===== config.mk =====
export PLATFORM = sky130hd
export DESIGN_NAME = nrw_random_source
export DESIGN_NICKNAME = d
export VERILOG_FILES = /design/src/rtl/nrw_pkg.sv /design/src/rtl/nrw_noise_sampler.sv /design/src/rtl/nrw_random_source.sv
export SDC_FILE = /design/constraint.sdc
export NUM_CORES = 1
export LEC_CHECK = 0
export ABC_AREA = 1
export BUFFER_PORTS_ARGS = -buffer_cell sky130_fd_sc_hd__buf_4
export CAP_MARGIN = 0
export CORE_UTILIZATION = 45
export CTS_BUF_LIST = sky130_fd_sc_hd__clkbuf_8
export DETAILED_ROUTE_END_ITERATION = 10
export PLACE_DENSITY_LB_ADDON = 0.12
export SYNTH_ARGS = -nofsm -noshare
export SYNTH_HDL_FRONTEND = slang
export SYNTH_SLANG_ARGS = --single-unit

===== constraint.sdc =====
create_clock -name core_clk -period 3.7 [get_ports core_clk]
set_input_delay 0.185 -clock core_clk [delete_from_list [all_inputs] [get_ports core_clk]]
set_output_delay 0.185 -clock core_clk [all_outputs]
set_load 0.005 [all_outputs]

===== src/rtl/nrw_pkg.sv =====
// Package: register map, field positions, reset values and timing for the noise random word source
package nrw_pkg;

  // ----------------------------------------------------------------
  // Register map (byte offsets on the 32-bit bus)
  // ----------------------------------------------------------------
  localparam logic [31:0] GEN_CONTROL_OFS = 32'h0000_0000; // Control word
  localparam logic [31:0] GEN_STATE_OFS = 32'h0000_0004;   // Status word
  localparam logic [31:0] RANDOM_WORD_OFS = 32'h0000_0008; // Random value

  // ----------------------------------------------------------------
  // Field positions and widths
  // ----------------------------------------------------------------
  localparam int GENERATOR_OFF_BIT = 2;  // Control: 1 powers the generator down
  localparam int READY_BIT = 0;          // Status: fresh word held
  localparam int RANDOM_WORD_W = 16;     // Width of one random word
  localparam logic [2:0] HSIZE_WORD = 3'h2; // Only legal transfer size

  // ----------------------------------------------------------------
  // Values after reset
  // ----------------------------------------------------------------
  localparam logic [31:0] GEN_CONTROL_RST = 32'h0000_0000; // Generator runs
  localparam logic [15:0] RANDOM_WORD_RST = 16'h0000;      // No word yet
  localparam logic [31:0] RDATA_RST = 32'h0000_0000;       // Read bus idle value

  // ----------------------------------------------------------------
  // Timing: least spacing between two words
  // ----------------------------------------------------------------
  localparam int WORD_PERIOD_NS = 1250; // Least time between two words
  localparam int CLK_PERIOD_NS = 5;     // core_clk period
  // Least time rounds up to whole cycles
  localparam int WORD_PERIOD_CYC = (WORD_PERIOD_NS + CLK_PERIOD_NS - 1) / CLK_PERIOD_NS;

  // ----------------------------------------------------------------
  // Bus slave states
  // ----------------------------------------------------------------
  typedef enum logic [1:0] {
    BUS_IDLE = 2'b00, // Ready for an address phase
    BUS_WAIT = 2'b01, // Value read stalled for a fresh word
    BUS_ERR1 = 2'b10, // First error cycle, ready low
    BUS_ERR2 = 2'b11  // Second error cycle, ready high
  } nrw_bus_state_e;

endpackage : nrw_pkg


===== src/rtl/nrw_noise_sampler.sv =====
// Module: collects noise samples into random words at a bounded rate
`timescale 1ns/100ps

module nrw_noise_sampler #(
  parameter int WORD_W = nrw_pkg::RANDOM_WORD_W,
  parameter int PERIOD_CYC = nrw_pkg::WORD_PERIOD_CYC
) (
  input wire logic core_clk,
  input wire logic rst,
  input wire logic run_en,          // High while the generator runs
  input wire logic noise_in,        // Digitised analog noise sample
  output logic word_valid,          // One-cycle pulse, word_out fresh
  output logic [WORD_W-1:0] word_out // Last completed word
);

  // ----------------------------------------------------------------
  // Elaboration checks
  // ----------------------------------------------------------------
  // A word needs at least one fresh sample per bit
  if (PERIOD_CYC < WORD_W) begin : g_bad_period
    $error("nrw_noise_sampler: PERIOD_CYC must be at least WORD_W");
  end
  if (WORD_W < 2) begin : g_bad_width
    $error("nrw_noise_sampler: WORD_W must be at least 2");
  end

  localparam int CNT_W = $clog2(PERIOD_CYC + 1);
  localparam logic [CNT_W-1:0] CNT_LAST = CNT_W'(PERIOD_CYC - 1);

  // ----------------------------------------------------------------
  // State
  // ----------------------------------------------------------------
  typedef struct packed {
    logic [CNT_W-1:0] cnt;    // Cycles into the current word
    logic [WORD_W-1:0] shift; // Word being gathered
    logic [WORD_W-1:0] word;  // Last finished word
    logic valid;              // Finish pulse
  } nrw_samp_s;

  nrw_samp_s samp_ff;
  nrw_samp_s nxt_samp;

  // Gather one sample a cycle, finish a word every PERIOD_CYC cycles
  always_comb begin
    nxt_samp = samp_ff;
    nxt_samp.valid = 1'b0;
    if (run_en) begin
      // Feedback mixes older bits in so a biased source is whitened
      nxt_samp.shift = {samp_ff.shift[WORD_W-2:0], noise_in ^ samp_ff.shift[WORD_W-1] ^ samp_ff.shift[0]};
      if (samp_ff.cnt == CNT_LAST) begin
        nxt_samp.cnt = '0;
        nxt_samp.word = nxt_samp.shift;
        nxt_samp.valid = 1'b1;
      end else begin
        nxt_samp.cnt = samp_ff.cnt + CNT_W'(1);
      end
    end else begin
      nxt_samp.cnt = '0;
    end
  end

  // State register
  always_ff @(posedge core_clk or posedge rst) begin
    if (rst) begin
      samp_ff <= '0;
    end else begin
      samp_ff <= nxt_samp;
    end
  end

  assign word_valid = samp_ff.valid;
  assign word_out = samp_ff.word;

endmodule // nrw_noise_sampler


===== src/rtl/nrw_random_source.sv =====
// Module: noise random word source with its three-register bus slave
`timescale 1ns/100ps

// What this block does
// - Each value read while the generator runs returns fresh 16-bit noise word
// - Only 32-bit transfers; all other sizes get error
// - Words no faster than one per 1.25 us
// - Control bit 2 high stops the generator
// - Ready flag; value reads stall until ready while generator runs, read zero at once while it is off
// - Ready stays low while generator is off
// - Word on bits 15:0, upper bits zero
// - Offsets 0x00, 0x04, 0x08; reset zero

module nrw_random_source #(
  parameter int PERIOD_CYC = nrw_pkg::WORD_PERIOD_CYC
) (
  input wire logic core_clk,
  input wire logic rst,
  input wire logic noise_in,
  input wire logic hsel,
  input wire logic [31:0] haddr,
  input wire logic [1:0] htrans,
  input wire logic hwrite,
  input wire logic [2:0] hsize,
  input wire logic [31:0] hwdata,
  input wire logic hready,
  output logic hreadyout,
  output logic hresp,
  output logic [31:0] hrdata
);

  // ----------------------------------------------------------------
  // Elaboration checks
  // ----------------------------------------------------------------
  // The word rate may be slowed but never raised above the limit
  if (PERIOD_CYC < nrw_pkg::WORD_PERIOD_CYC) begin : g_bad_period
    $error("nrw_random_source: PERIOD_CYC below the least word period");
  end

  // ----------------------------------------------------------------
  // Register selection
  // ----------------------------------------------------------------
  typedef enum logic [1:0] {
    SEL_CONTROL = 2'b00, // Control word
    SEL_STATE = 2'b01,   // Status word
    SEL_WORD = 2'b10,    // Random value
    SEL_NONE = 2'b11     // Unmapped
  } nrw_sel_e;

  function automatic nrw_sel_e decode_sel(input logic [31:0] addr);
    nrw_sel_e sel;
    sel = SEL_NONE;
    if (addr[7:0] == nrw_pkg::GEN_CONTROL_OFS[7:0]) begin
      sel = SEL_CONTROL;
    end else if (addr[7:0] == nrw_pkg::GEN_STATE_OFS[7:0]) begin
      sel = SEL_STATE;
    end else if (addr[7:0] == nrw_pkg::RANDOM_WORD_OFS[7:0]) begin
      sel = SEL_WORD;
    end
    return sel;
  endfunction

  // ----------------------------------------------------------------
  // State
  // ----------------------------------------------------------------
  typedef struct packed {
    logic [31:0] generator_control;       // Control register, all bits kept
    logic ready;                          // Status ready flag
    logic [15:0] random_word;             // Value register contents
    nrw_pkg::nrw_bus_state_e st;          // Bus slave state
    logic wr_pend;                        // Control write in data phase
    logic [31:0] rdata;                   // Registered read data
    logic readyout;                       // Registered ready out
    logic resp;                           // Registered error response
  } nrw_src_s;

  localparam nrw_src_s SRC_RST = '{
    generator_control: nrw_pkg::GEN_CONTROL_RST,
    ready: 1'b0,
    random_word: nrw_pkg::RANDOM_WORD_RST,
    st: nrw_pkg::BUS_IDLE,
    wr_pend: 1'b0,
    rdata: nrw_pkg::RDATA_RST,
    readyout: 1'b1,
    resp: 1'b0
  };

  nrw_src_s src_ff;
  nrw_src_s nxt_src;

  // ----------------------------------------------------------------
  // Noise sampler
  // ----------------------------------------------------------------
  logic gen_run;                              // Generator powered
  logic word_valid;                           // Fresh word pulse
  logic [nrw_pkg::RANDOM_WORD_W-1:0] word_new; // Fresh word

  assign gen_run = ~src_ff.generator_control[nrw_pkg::GENERATOR_OFF_BIT];

  nrw_noise_sampler #(
    .WORD_W(nrw_pkg::RANDOM_WORD_W),
    .PERIOD_CYC(PERIOD_CYC)
  ) u_sampler (
    .core_clk(core_clk),
    .rst(rst),
    .run_en(gen_run),
    .noise_in(noise_in),
    .word_valid(word_valid),
    .word_out(word_new)
  );

  // ----------------------------------------------------------------
  // Next-state logic
  // ----------------------------------------------------------------
  logic take;          // Address phase accepted this cycle
  logic consume;       // A held word is handed out this cycle
  logic delivered_new; // Stalled read takes the fresh word
  logic run_next;      // Generator state after any control write
  nrw_sel_e sel;       // Register addressed in this address phase

  always_comb begin
    nxt_src = src_ff;
    consume = 1'b0;
    delivered_new = 1'b0;
    take = hsel & hready & htrans[1];
    sel = decode_sel(haddr);
    // Default answer: ready, okay
    nxt_src.st = nrw_pkg::BUS_IDLE;
    nxt_src.readyout = 1'b1;
    nxt_src.resp = 1'b0;

    // Control write lands in its data phase, forwarded to reads below
    nxt_src.wr_pend = 1'b0;
    if (src_ff.wr_pend) begin
      nxt_src.generator_control = hwdata;
    end
    run_next = ~nxt_src.generator_control[nrw_pkg::GENERATOR_OFF_BIT];

    case (src_ff.st)
      nrw_pkg::BUS_ERR1: begin
        nxt_src.st = nrw_pkg::BUS_ERR2;
        nxt_src.resp = 1'b1;
      end
      nrw_pkg::BUS_WAIT: begin
        if (word_valid && gen_run) begin
          nxt_src.rdata = {16'h0000, word_new};
          delivered_new = 1'b1;
        end else if (!run_next) begin
          // Generator stopped: end the stall rather than hang the bus
          nxt_src.rdata = 32'h0000_0000;
        end else begin
          nxt_src.st = nrw_pkg::BUS_WAIT;
          nxt_src.readyout = 1'b0;
        end
      end
      nrw_pkg::BUS_IDLE, nrw_pkg::BUS_ERR2: begin
        if (take) begin
          if (hsize != nrw_pkg::HSIZE_WORD) begin
            nxt_src.st = nrw_pkg::BUS_ERR1;
            nxt_src.readyout = 1'b0;
            nxt_src.resp = 1'b1;
          end else if (hwrite) begin
            // Only the control register takes writes
            nxt_src.wr_pend = (sel == SEL_CONTROL);
          end else begin
            case (sel)
              SEL_CONTROL: begin
                nxt_src.rdata = nxt_src.generator_control;
              end
              SEL_STATE: begin
                nxt_src.rdata = 32'h0000_0000;
                nxt_src.rdata[nrw_pkg::READY_BIT] = src_ff.ready;
              end
              SEL_WORD: begin
                if (src_ff.ready) begin
                  nxt_src.rdata = {16'h0000, src_ff.random_word};
                  consume = 1'b1;
                end else if (run_next) begin
                  nxt_src.st = nrw_pkg::BUS_WAIT;
                  nxt_src.readyout = 1'b0;
                end else begin
                  // Disabled and empty: answer zero at once
                  nxt_src.rdata = 32'h0000_0000;
                end
              end
              default: begin
                // Unmapped address reads zero
                nxt_src.rdata = 32'h0000_0000;
              end
            endcase
          end
        end
      end
      default: begin
        nxt_src.st = nrw_pkg::BUS_IDLE;
      end
    endcase

    if (consume) begin
      nxt_src.ready = 1'b0;
    end
    // Fresh word sets ready; set wins over a same-cycle consume, not over generator off
    if (word_valid && gen_run) begin
      nxt_src.random_word = word_new;
      nxt_src.ready = ~delivered_new;
    end
    if (!gen_run || !run_next) begin
      nxt_src.ready = 1'b0;
    end
  end

  // ----------------------------------------------------------------
  // State register
  // ----------------------------------------------------------------
  // everything resets to zero except readyout, which resets high; generator enabled
  always_ff @(posedge core_clk or posedge rst) begin
    if (rst) begin
      src_ff <= SRC_RST;
    end else begin
      src_ff <= nxt_src;
    end
  end

  // ----------------------------------------------------------------
  // Outputs, straight from flip-flops
  // ----------------------------------------------------------------
  assign hreadyout = src_ff.readyout;
  assign hresp = src_ff.resp;
  assign hrdata = src_ff.rdata;

endmodule // nrw_random_source


== Word-level counts from Yosys, hierarchy flattened ==
Cells that the tools add are included.

* Add/sub/neg operators: 1
* Equal/unequal tests: 12
* Multiplexer cells: 43
* Bitwise logic cells: 6
* Reduce and logical (&&, ||, !) cells: 10

{| class="wikitable"
|+ Operators by type and width
! operator !! count
|-
| 2-to-1 mux 32 bit || 4
|-
| case mux 32 bit (3 select lines) || 1
|-
| 2-to-1 mux 33 bit || 2
|-
| case mux 33 bit (2 select lines) || 1
|-
| 2-to-1 mux 37 bit || 1
|-
| 2-to-1 mux 1 bit || 26
|-
| 2-to-1 mux 17 bit || 1
|-
| 2-to-1 mux 8 bit || 2
|-
| adder 8 x 1 -> 8 bit (second input constant) || 1
|-
| == test 8 x 3 -> 1 bit (second input constant) || 1
|-
| == test 8 x 4 -> 1 bit (second input constant) || 1
|-
| == test 8 bit (second input constant) || 1
|-
| zero test 8 bit || 1
|-
| == test 2 bit (second input constant) || 3
|-
| 2-to-1 mux 2 bit || 3
|-
| != test 2 bit (second input constant) || 3
|-
| case mux 2 bit (3 select lines) || 1
|-
| == test 2 x 1 -> 1 bit (second input constant) || 2
|-
| zero test 2 bit || 2
|-
| AND reduction 4 bit || 1
|-
| != test 3 x 2 -> 1 bit (second input constant) || 1
|-
| nonzero test 3 bit || 1
|-
| bitwise AND 1 bit || 2
|-
| inverter 1 bit || 2
|-
| other kinds (7) || 8
|}

* Register bits after elaboration: 127
* Input port bits: 75
* Logic and storage cells: 84

== Longest topological paths before layout ==
Gate-level depths: netlist (run 1).

* Depth after elaboration: 13
* Depth in mapped cells: 12
* Depth with buffers taken out: 11

== Hierarchy ==
From an unflattened synthesis (run 1), not the netlist that was laid out.

* Cells, all modules: 913
* Area total of the unflattened synthesis: 6921.6 um2

{| class="wikitable"
|+ Modules (own cells, without submodules)
! module !! times used !! cells each !! area each (um2) !! seq. area each (um2)
|-
| nrw_random_source || 1 || 716 || 5016.1 || 2153.3
|-
| nrw_noise_sampler || 1 || 197 || 1905.6 || 1026.0
|}

== Worst setup path after synthesis (run 1) ==
OpenSTA, ideal clock, no wires.

* Path type: flip-flop to flip-flop
* Start point: reg src_ff[36] (netlist name)
* End point: reg src_ff (netlist bit hrdata[0])
* Setup time: 0.116 ns
* Data arrival time: 1.524 ns
* Required time: 3.584 ns
* Path slack: 2.059 ns
* Stages on the path, launching flop included: 9
* Period minus slack after synthesis: 1.641 ns
* Path through: dfrtp_1 ha_1 inv_1 nor2_2 nand3b_2 o21a_4 clkbuf_1 nand2_1 nand2_1

* Longest elaborated chain between the ends: 4
* Elaborated cells on any way between the ends: 10

{| class="wikitable"
|+ Ends and longest elaborated chain
! element !! line !! source
|-
| start: declaration || nrw_random_source.sv:88 || <nowiki>nrw_src_s src_ff;</nowiki>
|-
| start signal: assignment || nrw_random_source.sv:220 || <nowiki>src_ff <= nxt_src;</nowiki>
|-
| == test 2 bit / zero test 2 bit (equally long branches) || nrw_random_source.sv:139 || <nowiki>case (src_ff.st)</nowiki>
|-
| OR reduction 2 bit || nrw_random_source.sv:139 ||
|-
| != test 2 bit (no line) / nonzero test 2 bit (equally long branches) || n/a ||
|-
| AND reduction 4 bit (no line) || n/a ||
|}

Several ways; a longest one is shown, not always the timed one.
A chain may end at the register's enable or synchronous reset.

== Worst setup path after layout (run 1) ==
* Start point: reg src_ff[35] (netlist name)
* End point: reg src_ff (netlist bit hrdata[6])

The elaborated chain is that of the path after synthesis.

==> results.sh, run 1 <==
export IMPL_crit_chain="inv_1 > ha_1 > inv_1 > nor2_2 > nand3b_2 > a21oi_4 > nand2_1 > nand2_1 > nand2_1 > nand2_1"
export IMPL_synth_area_um2=6630
export IMPL_rows=43
export IMPL_ff_latch_area_um2=3180
export IMPL_worst_ir_drop_vdd_v=0.000251
export IMPL_synth_top_area_share_pct=47.6
export IMPL_grt_pass1_vias=5587
export IMPL_worst_path_max_delay_cell="a21oi_4"
export IMPL_ys_flop_type="dfrtp_1"
export IMPL_syn_nets=964
export IMPL_netlist_instances=884
export IMPL_ys_seq_area_share_pct=48.0
export IMPL_dpl_worst_slack_ns=1.32
export IMPL_cts_tree="built"
export IMPL_drive_gt1_share_pct=14.5
export IMPL_r2r_end="hrdata[6]"
export IMPL_leakagePower_nw=4.03
export IMPL_drc=0
export IMPL_vias=5697
export IMPL_yosys_warnings=0
export IMPL_drv_slew=0
export IMPL_hold_violations=0
export IMPL_syn_area_per_cell_um2=7.50
export IMPL_ctsResizeCount=0
export IMPL_max_freq_ghz=0.419
export IMPL_synthDistinctLibCells=33
export IMPL_critPathMaxStageDelay_ns=0.77
export IMPL_async_reset_ff_share_pct=100
export IMPL_numPortBuffers=83
export IMPL_dr_pass1_iters=4
export IMPL_critical_path_max_fanout=32
export IMPL_numCtsBuffers=17
export IMPL_areaGrowthSynthToFinish_pct=17.3
export IMPL_endpoint_kind="flip-flop"
export IMPL_r2r_cells=10
export IMPL_drt_wl_total_um=16300
export IMPL_clock_latency_ns=0.44
export IMPL_die_area_um2=15200
export IMPL_htreeDepth=4
export IMPL_synth_top_cells_by_area="dfrtp_1, nand2_1, o21ai_0"
export IMPL_fillers=1351
export IMPL_dp_hpwl_um=10100
export IMPL_vias_per_cell=4.98
export IMPL_power_density_nw_per_um2=379
export IMPL_hold_depth=4
export IMPL_crit_required_ns=4.08
export IMPL_antennaDiodeCount=0
export IMPL_status="completed"
export IMPL_overflow=0
export IMPL_synthTopCellsByCount="nand2_1, dfrtp_1, inv_1, o21ai_0, nand3_1"
export IMPL_rsz0062_at_grt="no"
export IMPL_grt_antenna_before_repair=0
export IMPL_gp_congestion=0.770
export IMPL_finalNetCount=1032
export IMPL_synth_seq_cells=127
export IMPL_synth_most_common_cell="nand2_1"
export IMPL_routedWlPerCell_um=14.3
export IMPL_period_minus_slack_ns=2.39
export IMPL_drtIter0Drc=365
export IMPL_cts_sinks=127
export IMPL_start_kind="flip-flop"
export IMPL_critPathKind="flip-flop to flip-flop"
export IMPL_setup_ws_ns=1.31
export IMPL_core_um2=14100
export IMPL_synth_edf_count=0
export IMPL_grt_max_degree=74
export IMPL_multi_input_area_um2=2720
export IMPL_cp_data_arrival_time_ns=2.77
export IMPL_die_y_um=123
export IMPL_cap_violations=0
export IMPL_clkTransAtPathRegs_ns=0.07
export IMPL_min_from="hsize[2]"
export IMPL_post_route_period_util_pct=64.6
export IMPL_r2r_slack_ns=1.31
export IMPL_critPathMostFrequentCell="nand2_1"
export IMPL_hold_end="src_ff[34]"
export IMPL_start_util_pct=46.8
export IMPL_max_slew_margin_pct=34.7
export IMPL_die_width_um=123
export IMPL_pin_count=109
export IMPL_finalSetupTns_ns=0
export IMPL_setup_violations=0
export IMPL_yosysTopAreaCell="dfrtp_1"
export IMPL_rr_startpoint="src_ff[35]"
export IMPL_grt_first_pass_wirelength_um=26900
export IMPL_clockRootBuffer="clkbuf_8"
export IMPL_finClkSkew_ns=0.00774
export IMPL_grt_usage_pct=23.1
export IMPL_worst_pin_slew_ns=0.977
export IMPL_hp_class="input port to flip-flop"
export IMPL_antenna_left=0
export IMPL_clock_path_buffers=2
cell families (layout without fill, tap and decap cells):
group / count (synthesis) / after routing / synth area share (%)
AND/OR/NAND/NOR: 529 / 529 / 32.6
adder cells (fa/ha/maj): 5 / 5 / 0.944
buffers and inverters: 138 / 219 / 11.0
flip-flops: 127 / 127 / 48.0
XOR/XNOR: 4 / 4 / 0.529
AO/OA/AOI/OAI: 81 / 81 / 7.04
cell usage in the layout, fill, tap and decap left out, types with 11 or more instances in the layout:
master / synthesis / layout
dfrtp_1: 126 / 126
buf_4: 35 / 89
o21ai_0: 56 / 56
nand2_1: 420 / 420
nor2_1: 36 / 36
nand3_1: 52 / 52
clkbuf_8: 0 / 24
dlygate4sd3_1: 0 / 32
inv_1: 60 / 62
o21bai_1: 11 / 11
power breakdown:
part | switching, mW | total, mW | leakage (nW) | internal, mW
registers | 0.0102 | 1.42 | 1.59 | 1.41
clock network | 0.523 | 1.17 | 0.218 | 0.645
logic | 0.229 | 0.356 | 2.22 | 0.127
registers in the layout, indices dropped and copies added (netlist names):
signal                flops
src_ff                   52
hrdata                   32
u_sampler.samp_ff        24
u_sampler.word_out       16
hreadyout                 1
hresp                     1
u_sampler.word_valid      1
final cells by class:
type                            instances  share of cell area (%)
Sequential cell                       127                    40.9
Multi-Input combinational cell        619                    35.0
Timing Repair Buffer                  122                    13.0
Clock buffer                           24                    4.25
Inverter                               65                    3.17
Tap cell                              180                    2.90
Clock inverter                          8                   0.789
metrics by stage:
| stage | cell area [um^2] | instances | hold WS [ns] | utilization (%) | power [mW] |
|---|---|---|---|---|---|
| after floorplan | 6630 | 884 | 0.317 | - | 1.67 |
| after global placement | 7060 | 1081 | 0.346 | 49.9 | 1.78 |
| after detailed placement | 7060 | 1081 | 0.355 | 49.9 | 1.79 |
| after CTS | 7770 | 1145 | 0.000801 | 54.9 | 2.99 |
| after global routing | 7770 | 1145 | 0.0244 | 54.9 | 3.10 |
| final | 7770 | 1145 | 0.0251 | 54.9 | 2.95 |
how the worst max path moves through the flow:
| stage | start | slack, ns | to |
|---|---|---|---|
| final | src_ff[35] | 1.31 | hrdata[6] |
| after global routing | src_ff[35] | 1.07 | hrdata[6] |
| after CTS | src_ff[35] | 1.30 | hrdata[6] |
| after detailed placement | src_ff[35] | 1.32 | hrdata[6] |
| after global placement | src_ff[35] | 1.40 | hrdata[1] |
| after floorplan | rst | 0.13 | hrdata[0] |
timing repair:
action,in CTS,in global routing
setup buffers,0,0
hold buffers,32,0
hold endpoints to repair,84,0
worst max-delay path: cells and delay by family (launching register included):
family / cells / cell delay (ns)
AO/OA/AOI/OAI: 1 / 0.77
adder cells (fa/ha/maj): 1 / 0.35
buffers and inverters: 2 / 0.13
flip-flops: 1 / 0.35
AND/OR/NAND/NOR: 6 / 0.70
metal layers:
layer  wire length (um)  vias to the layer above  global-route usage (%)
met5                  0                        -                       0
met4                129                        0                    8.51
met3               1060                       14                    5.44
met2               7830                      163                    38.5
met1               7310                     2685                    29.0
li1                   -                     2835                       -
(Power assumes the default switching activity.)
==> run 2: changes to the inputs <==
clock period = 2.3 ns   (was 3.7 ns; I/O delays follow)
==> run 2 against run 1 <==
Global-route usage fell by 0.60 points. Via count fell by 0.26%. Highest routed layer unchanged. Die area did not move. Wire length fell by 2.2%. Sequential cell count did not move. Combinational power rose by 72%. Sequential power rose by 61%. Sequential share of layout area fell by 0.55 points. Design area rose by 1.4%. Core utilization rose by 0.74 points. Setup slack got worse by 1.1 ns. Power rose by 61%.
==> results.sh, run 2 (synthesis gave the netlist of run 1 again) <==
export IMPL_status="completed"
export IMPL_max_slew_margin_pct=55.9
export IMPL_numPortBuffers=83
export IMPL_drive_gt1_share_pct=14.8
export IMPL_antennaDiodeCount=0
export IMPL_cts_sinks=127
export IMPL_cts_setup_buffers=0
export IMPL_critical_path_max_fanout=32
export IMPL_crit_required_ns=2.67
export IMPL_ctsHoldBuffers=37
export IMPL_r2r_slack_ns=0.37
export IMPL_overflow=0
export IMPL_vias_per_cell=4.92
export IMPL_grt_pass1_vias=5577
export IMPL_die_y_um=123
export IMPL_start_util_pct=46.8
export IMPL_areaGrowthSynthToFinish_pct=18.9
export IMPL_hold_violations=0
export IMPL_vias=5682
export IMPL_finClkSkew_ns=0.00831
export IMPL_largest_reg_flops=52
export IMPL_worst_ir_drop_vdd_v=0.000461
export IMPL_regMostFlops="src_ff"
export IMPL_grt_first_pass_wirelength_um=26500
export IMPL_die_area_um2=15200
export IMPL_mostFrequentLayoutCells="nand2_1, dfrtp_1, buf_4"
export IMPL_cap_violations=0
export IMPL_hp_class="input port to flip-flop"
export IMPL_endpoint_kind="flip-flop"
export IMPL_post_route_period_util_pct=91.4
export IMPL_drv_slew=0
export IMPL_worst_pin_slew_ns=0.661
export IMPL_mostFrequentLayoutCell="nand2_1"
export IMPL_clock_latency_ns=0.44
export IMPL_start_kind="input port"
export IMPL_grt_use_met3_pct=5.30
export IMPL_clock_path_buffers=2
export IMPL_antenna_left=0
export IMPL_met2_usage_pct=35.9
export IMPL_critPathKind="input port to flip-flop"
export IMPL_pin_count=109
export IMPL_finalSetupTns_ns=0
export IMPL_power_density_nw_per_um2=604
export IMPL_cts_tree="built"
export IMPL_placed_area_um2=7130
export IMPL_drtIter0Drc=408
export IMPL_final_cell_area_um2=7880
export IMPL_dr_pass1_iters=4
export IMPL_htreeDepth=4
export IMPL_max_freq_ghz=0.476
export IMPL_critPathMostFrequentCell="nand2_1"
export IMPL_routedWlPerCell_um=13.8
export IMPL_critPathMaxStageDelay_ns=0.55
export IMPL_cp_startpoint="haddr[3]"
export IMPL_rsz0062_at_grt="no"
export IMPL_r2r_end="hreadyout"
export IMPL_clkTransAtPathRegs_ns=0.07
export IMPL_drt_wl_total_um=16000
export IMPL_met1_usage_pct=29.7
export IMPL_grt_max_degree=128
export IMPL_r2r_cells=8
export IMPL_grt_antenna_before_repair=0
export IMPL_critPathCapture="hrdata[6]"
export IMPL_grt_usage_pct=22.5
export IMPL_gp_congestion=0.797
export IMPL_ctsResizeCount=0
export IMPL_clockRootBuffer="clkbuf_8"
export IMPL_core_um2=14100
export IMPL_finalNetCount=1043
export IMPL_busiest_layer="met2"
export IMPL_numCtsBuffers=17
export IMPL_leakagePower_nw=4.07
export IMPL_rr_startpoint="src_ff[56]"
export IMPL_worst_path_max_delay_cell="dlygate4sd3_1"
export IMPL_drc=0
export IMPL_die_width_um=123
export IMPL_crit_chain="dlygate4sd3_1 > buf_4 > nor2_1 > dlygate4sd3_1 > nand2_1 > nor2_2 > buf_4 > nand2_1 > nand2_1 > nand2_1 > nand2_1 > nand2_1 > nand2_1"
export IMPL_rows=43
export IMPL_cp_data_arrival_time_ns=2.47
export IMPL_dp_hpwl_um=9980
export IMPL_period_minus_slack_ns=2.10
export IMPL_power_mw=4.76
export IMPL_setup_violations=0
[run 2: cell count changes in the layout (fill, tap and decap cells not counted)]
cell | previous run | this run
bufinv_16 | 1 | 2
clkinv_2 | 4 | 5
buf_12 | 1 | 3
buf_4 | 89 | 93
inv_4 | 1 | 0
clkinvlp_4 | 0 | 1
dlygate4sd3_1 | 32 | 37
clkbuf_8 | 24 | 20
inv_1 | 62 | 63
[run 2: how the worst min path moves through the flow]
stage / startpoint / endpoint / slack (ns) / depth (start not counted)
2_1_floorplan: hwdata[25] / src_ff[79] / 0.25 / 2
3_3_place_gp: hwdata[16] / src_ff[70] / 0.34 / 3
3_5_place_dp: hwdata[25] / src_ff[79] / 0.34 / 3
4_1_cts: hsize[2] / src_ff[36] / 0.02 / 5
5_1_grt: haddr[4] / src_ff[34] / 0.04 / 4
6_report: haddr[4] / src_ff[34] / 0.05 / 4
[run 2: final cells by class]
type,instances,area (um^2)
Tap cell,180,225
Clock buffer,20,275
Multi-Input combinational cell,619,2720
Clock inverter,11,100
Inverter,65,248
Fill cell,1369,6270
Sequential cell,127,3180
Timing Repair Buffer,133,1130
[run 2: routing by layer]
layer | share of wire [%] | vias up
met1 | 47 | 2672
met2 | 46 | 142
met3 | 5.3 | 11
met5 | 0 | -
li1 | - | 2857
met4 | 0.98 | 0
[run 2: where the power goes]
part           leakage (nW)  total (mW)  internal, mW  switching (mW)
combinational          2.27       0.611         0.238           0.374
clock                 0.213        1.85          1.02           0.836
sequential             1.59        2.29          2.28          0.0164
[run 2: worst max-delay path, delay by kind of cell]
family / cells / cell delay (ns)
simple gates: 9 / 0.78
buf+inv: 4 / 1.57
[run 2: metrics by stage]
step,utilization [%],hold WS (ns),cells,setup WS (ns)
after CTS,55.7,0.0152,1155,0.242
after global placement,50.4,0.342,1087,0.400
after global routing,55.7,0.0378,1155,0.0912
after detailed placement,50.4,0.345,1087,0.403
final,55.7,0.0470,1155,0.198
after floorplan,-,0.247,884,0.619
==> run 3: changes to the inputs <==
BUFFER_PORTS_ARGS = default   (was -buffer_cell sky130_fd_sc_hd__buf_4)
DONT_BUFFER_PORTS = 1   (was default)
==> run 3 against run 2 <==
Design area decreased by 6.2%. Via count decreased by 4.9%. Setup slack got worse by 0.019 ns. Wire length increased by 0.62%. Final cell count decreased by 6.3%. Sequential share of layout area increased by 2.7 points. Clock-buffer cell count decreased by 2. Critical path depth decreased by 1. Sequential power about the same. Clock skew decreased by 0.0021 ns. Maximum frequency decreased by 0.91%. Global-route usage increased by 0.11 points. Critical path type unchanged. Largest cell class unchanged. Largest power group unchanged.
==> results.sh, run 3 (synthesis gave the netlist of run 1 again) <==
export IMPL_period_minus_slack_ns=2.12
export IMPL_seqPwrFrac_pct=47.7
export IMPL_sw_frac_of_total_pct=26.7
export IMPL_vias_per_cell=4.99
export IMPL_gp_congestion=0.779
export IMPL_grt_pass1_vias=5169
export IMPL_clock_path_buffers=2
export IMPL_worst_ir_drop_vdd_v=0.000352
export IMPL_antennaDiodeCount=0
export IMPL_cap_violations=0
export IMPL_max_slew_margin_pct=62.6
export IMPL_numCtsBuffers=17
export IMPL_rsz0062_at_grt="no"
export IMPL_fillers=1370
export IMPL_cts_setup_buffers=0
export IMPL_critPathMostFrequentCell="nand2_1"
export IMPL_critical_path_max_fanout=27
export IMPL_multi_input_area_um2=2720
export IMPL_clkPwrFrac_pct=41.0
export IMPL_cp_data_arrival_time_ns=2.50
export IMPL_ctsHoldBuffers=45
export IMPL_grt_usage_pct=22.6
export IMPL_busiest_layer="met2"
export IMPL_mostFrequentLayoutCell="nand2_1"
export IMPL_die_y_um=123
export IMPL_cts_sinks=127
export IMPL_drive_gt1_share_pct=7.32
export IMPL_crit_required_ns=2.68
export IMPL_drv_slew=0
export IMPL_critPathKind="input port to flip-flop"
export IMPL_drc=0
export IMPL_finalNetCount=969
export IMPL_ff_latch_area_um2=3180
export IMPL_overflow=0
export IMPL_finalSetupTns_ns=0
export IMPL_p_sw_mw=1.28
export IMPL_start_util_pct=46.8
export IMPL_cts_tree="built"
export IMPL_combPwrFrac_pct=11.4
export IMPL_finClkSkew_ns=0.00625
export IMPL_leakagePower_nw=3.69
export IMPL_die_width_um=123
export IMPL_pin_count=109
export IMPL_start_kind="input port"
export IMPL_critPathMaxStageDelay_ns=0.57
export IMPL_grt_max_degree=68
export IMPL_met2_usage_pct=37.4
export IMPL_fin_hold_ws_ns=0.102
export IMPL_grt_first_pass_wirelength_um=25900
export IMPL_largest_reg_flops=52
export IMPL_routedWlPerCell_um=14.8
export IMPL_power_density_nw_per_um2=652
export IMPL_endpoint_kind="flip-flop"
export IMPL_max_freq_ghz=0.471
export IMPL_worst_pin_slew_ns=0.560
export IMPL_vias=5404
export IMPL_setup_violations=0
export IMPL_regMostFlops="src_ff"
export IMPL_fin_cells=1082
export IMPL_drtIter0Drc=325
export IMPL_drt_wl_total_um=16100
export IMPL_core_um2=14100
export IMPL_clockRootBuffer="clkbuf_8"
export IMPL_areaGrowthSynthToFinish_pct=11.5
export IMPL_post_route_period_util_pct=92.2
export IMPL_numPortBuffers=0
export IMPL_clock_latency_ns=0.44
export IMPL_grt_use_met3_pct=6.00
export IMPL_hold_violations=0
export IMPL_clkTransAtPathRegs_ns=0.07
export IMPL_ctsResizeCount=0
export IMPL_worst_path_max_delay_cell="dlygate4sd3_1"
export IMPL_grt_antenna_before_repair=0
export IMPL_htreeDepth=4
export IMPL_hp_class="input port to flip-flop"
export IMPL_dp_cells=1005
export IMPL_met1_usage_pct=27.7
export IMPL_antenna_left=0
export IMPL_die_area_um2=15200
export IMPL_intPower_mw=3.53
export IMPL_dp_hpwl_um=9870
export IMPL_rows=43
export IMPL_crit_chain="dlygate4sd3_1 > nor2_1 > dlygate4sd3_1 > nand2_2 > nor2_4 > buf_4 > nand3_1 > nand2_1 > nand2_1 > nand2_1 > nand2_1 > nand2_1"
export IMPL_mostFrequentLayoutCells="nand2_1, dfrtp_1, inv_1"
export IMPL_dr_pass1_iters=5
export IMPL_status="completed"
## run 3: worst max-delay path, delay by kind of cell
family | cells | cell delay (ns)
buffers and inverters | 3 | 1.51
AND/OR/NAND/NOR | 9 | 0.86
## run 3: final timing paths
kind                       slack, ns  startpoint    endpoint  cells past startpoint
max                             0.18    haddr[4]  hrdata[10]                     12
min                             0.10    haddr[2]  src_ff[35]                      5
max reg2reg                     0.33  src_ff[35]  hrdata[10]                     10
min reg2reg                     0.47  src_ff[73]  src_ff[73]                      2
max in group asynchronous       1.69         rst   hreadyout                      3
min in group asynchronous       0.26         rst  src_ff[45]                      3
## run 3: area by class of cell
class / count / area share, %
flip-flops and latches: 127 / 43.0
multi-input cells: 619 / 36.8
repair buffers: 59 / 8.36
clock buffers: 18 / 3.35
inverters: 65 / 3.35
well taps: 180 / 3.05
clock inverters: 14 / 2.01
## run 3: per-layer routing
metal	vias up	wire length, um
met3	16	1010
met5	-	0
met4	0	222
li1	2705	-
met2	151	7700
met1	2532	7140
## run 3: power groups by stage
stage	combinational [mW]	clock [mW]	sequential (mW)
4_1_cts	0.549	2.02	2.29
6_report	0.548	1.97	2.30
5_1_grt	0.597	2.13	2.30
2_1_floorplan	0.350	0	2.33
3_3_place_gp	0.479	0	2.34
3_5_place_dp	0.486	0	2.34
## run 3: stage by stage
step	instance area, um^2	utilization (%)	power (mW)	worst slack [ns]
after floorplan	6630	-	2.68	0.619
after global placement	6540	46.2	2.82	0.405
after detailed placement	6540	46.2	2.82	0.340
after CTS	7390	52.2	4.86	0.247
after global routing	7390	52.2	5.02	0.0160
final	7390	52.2	4.82	0.179
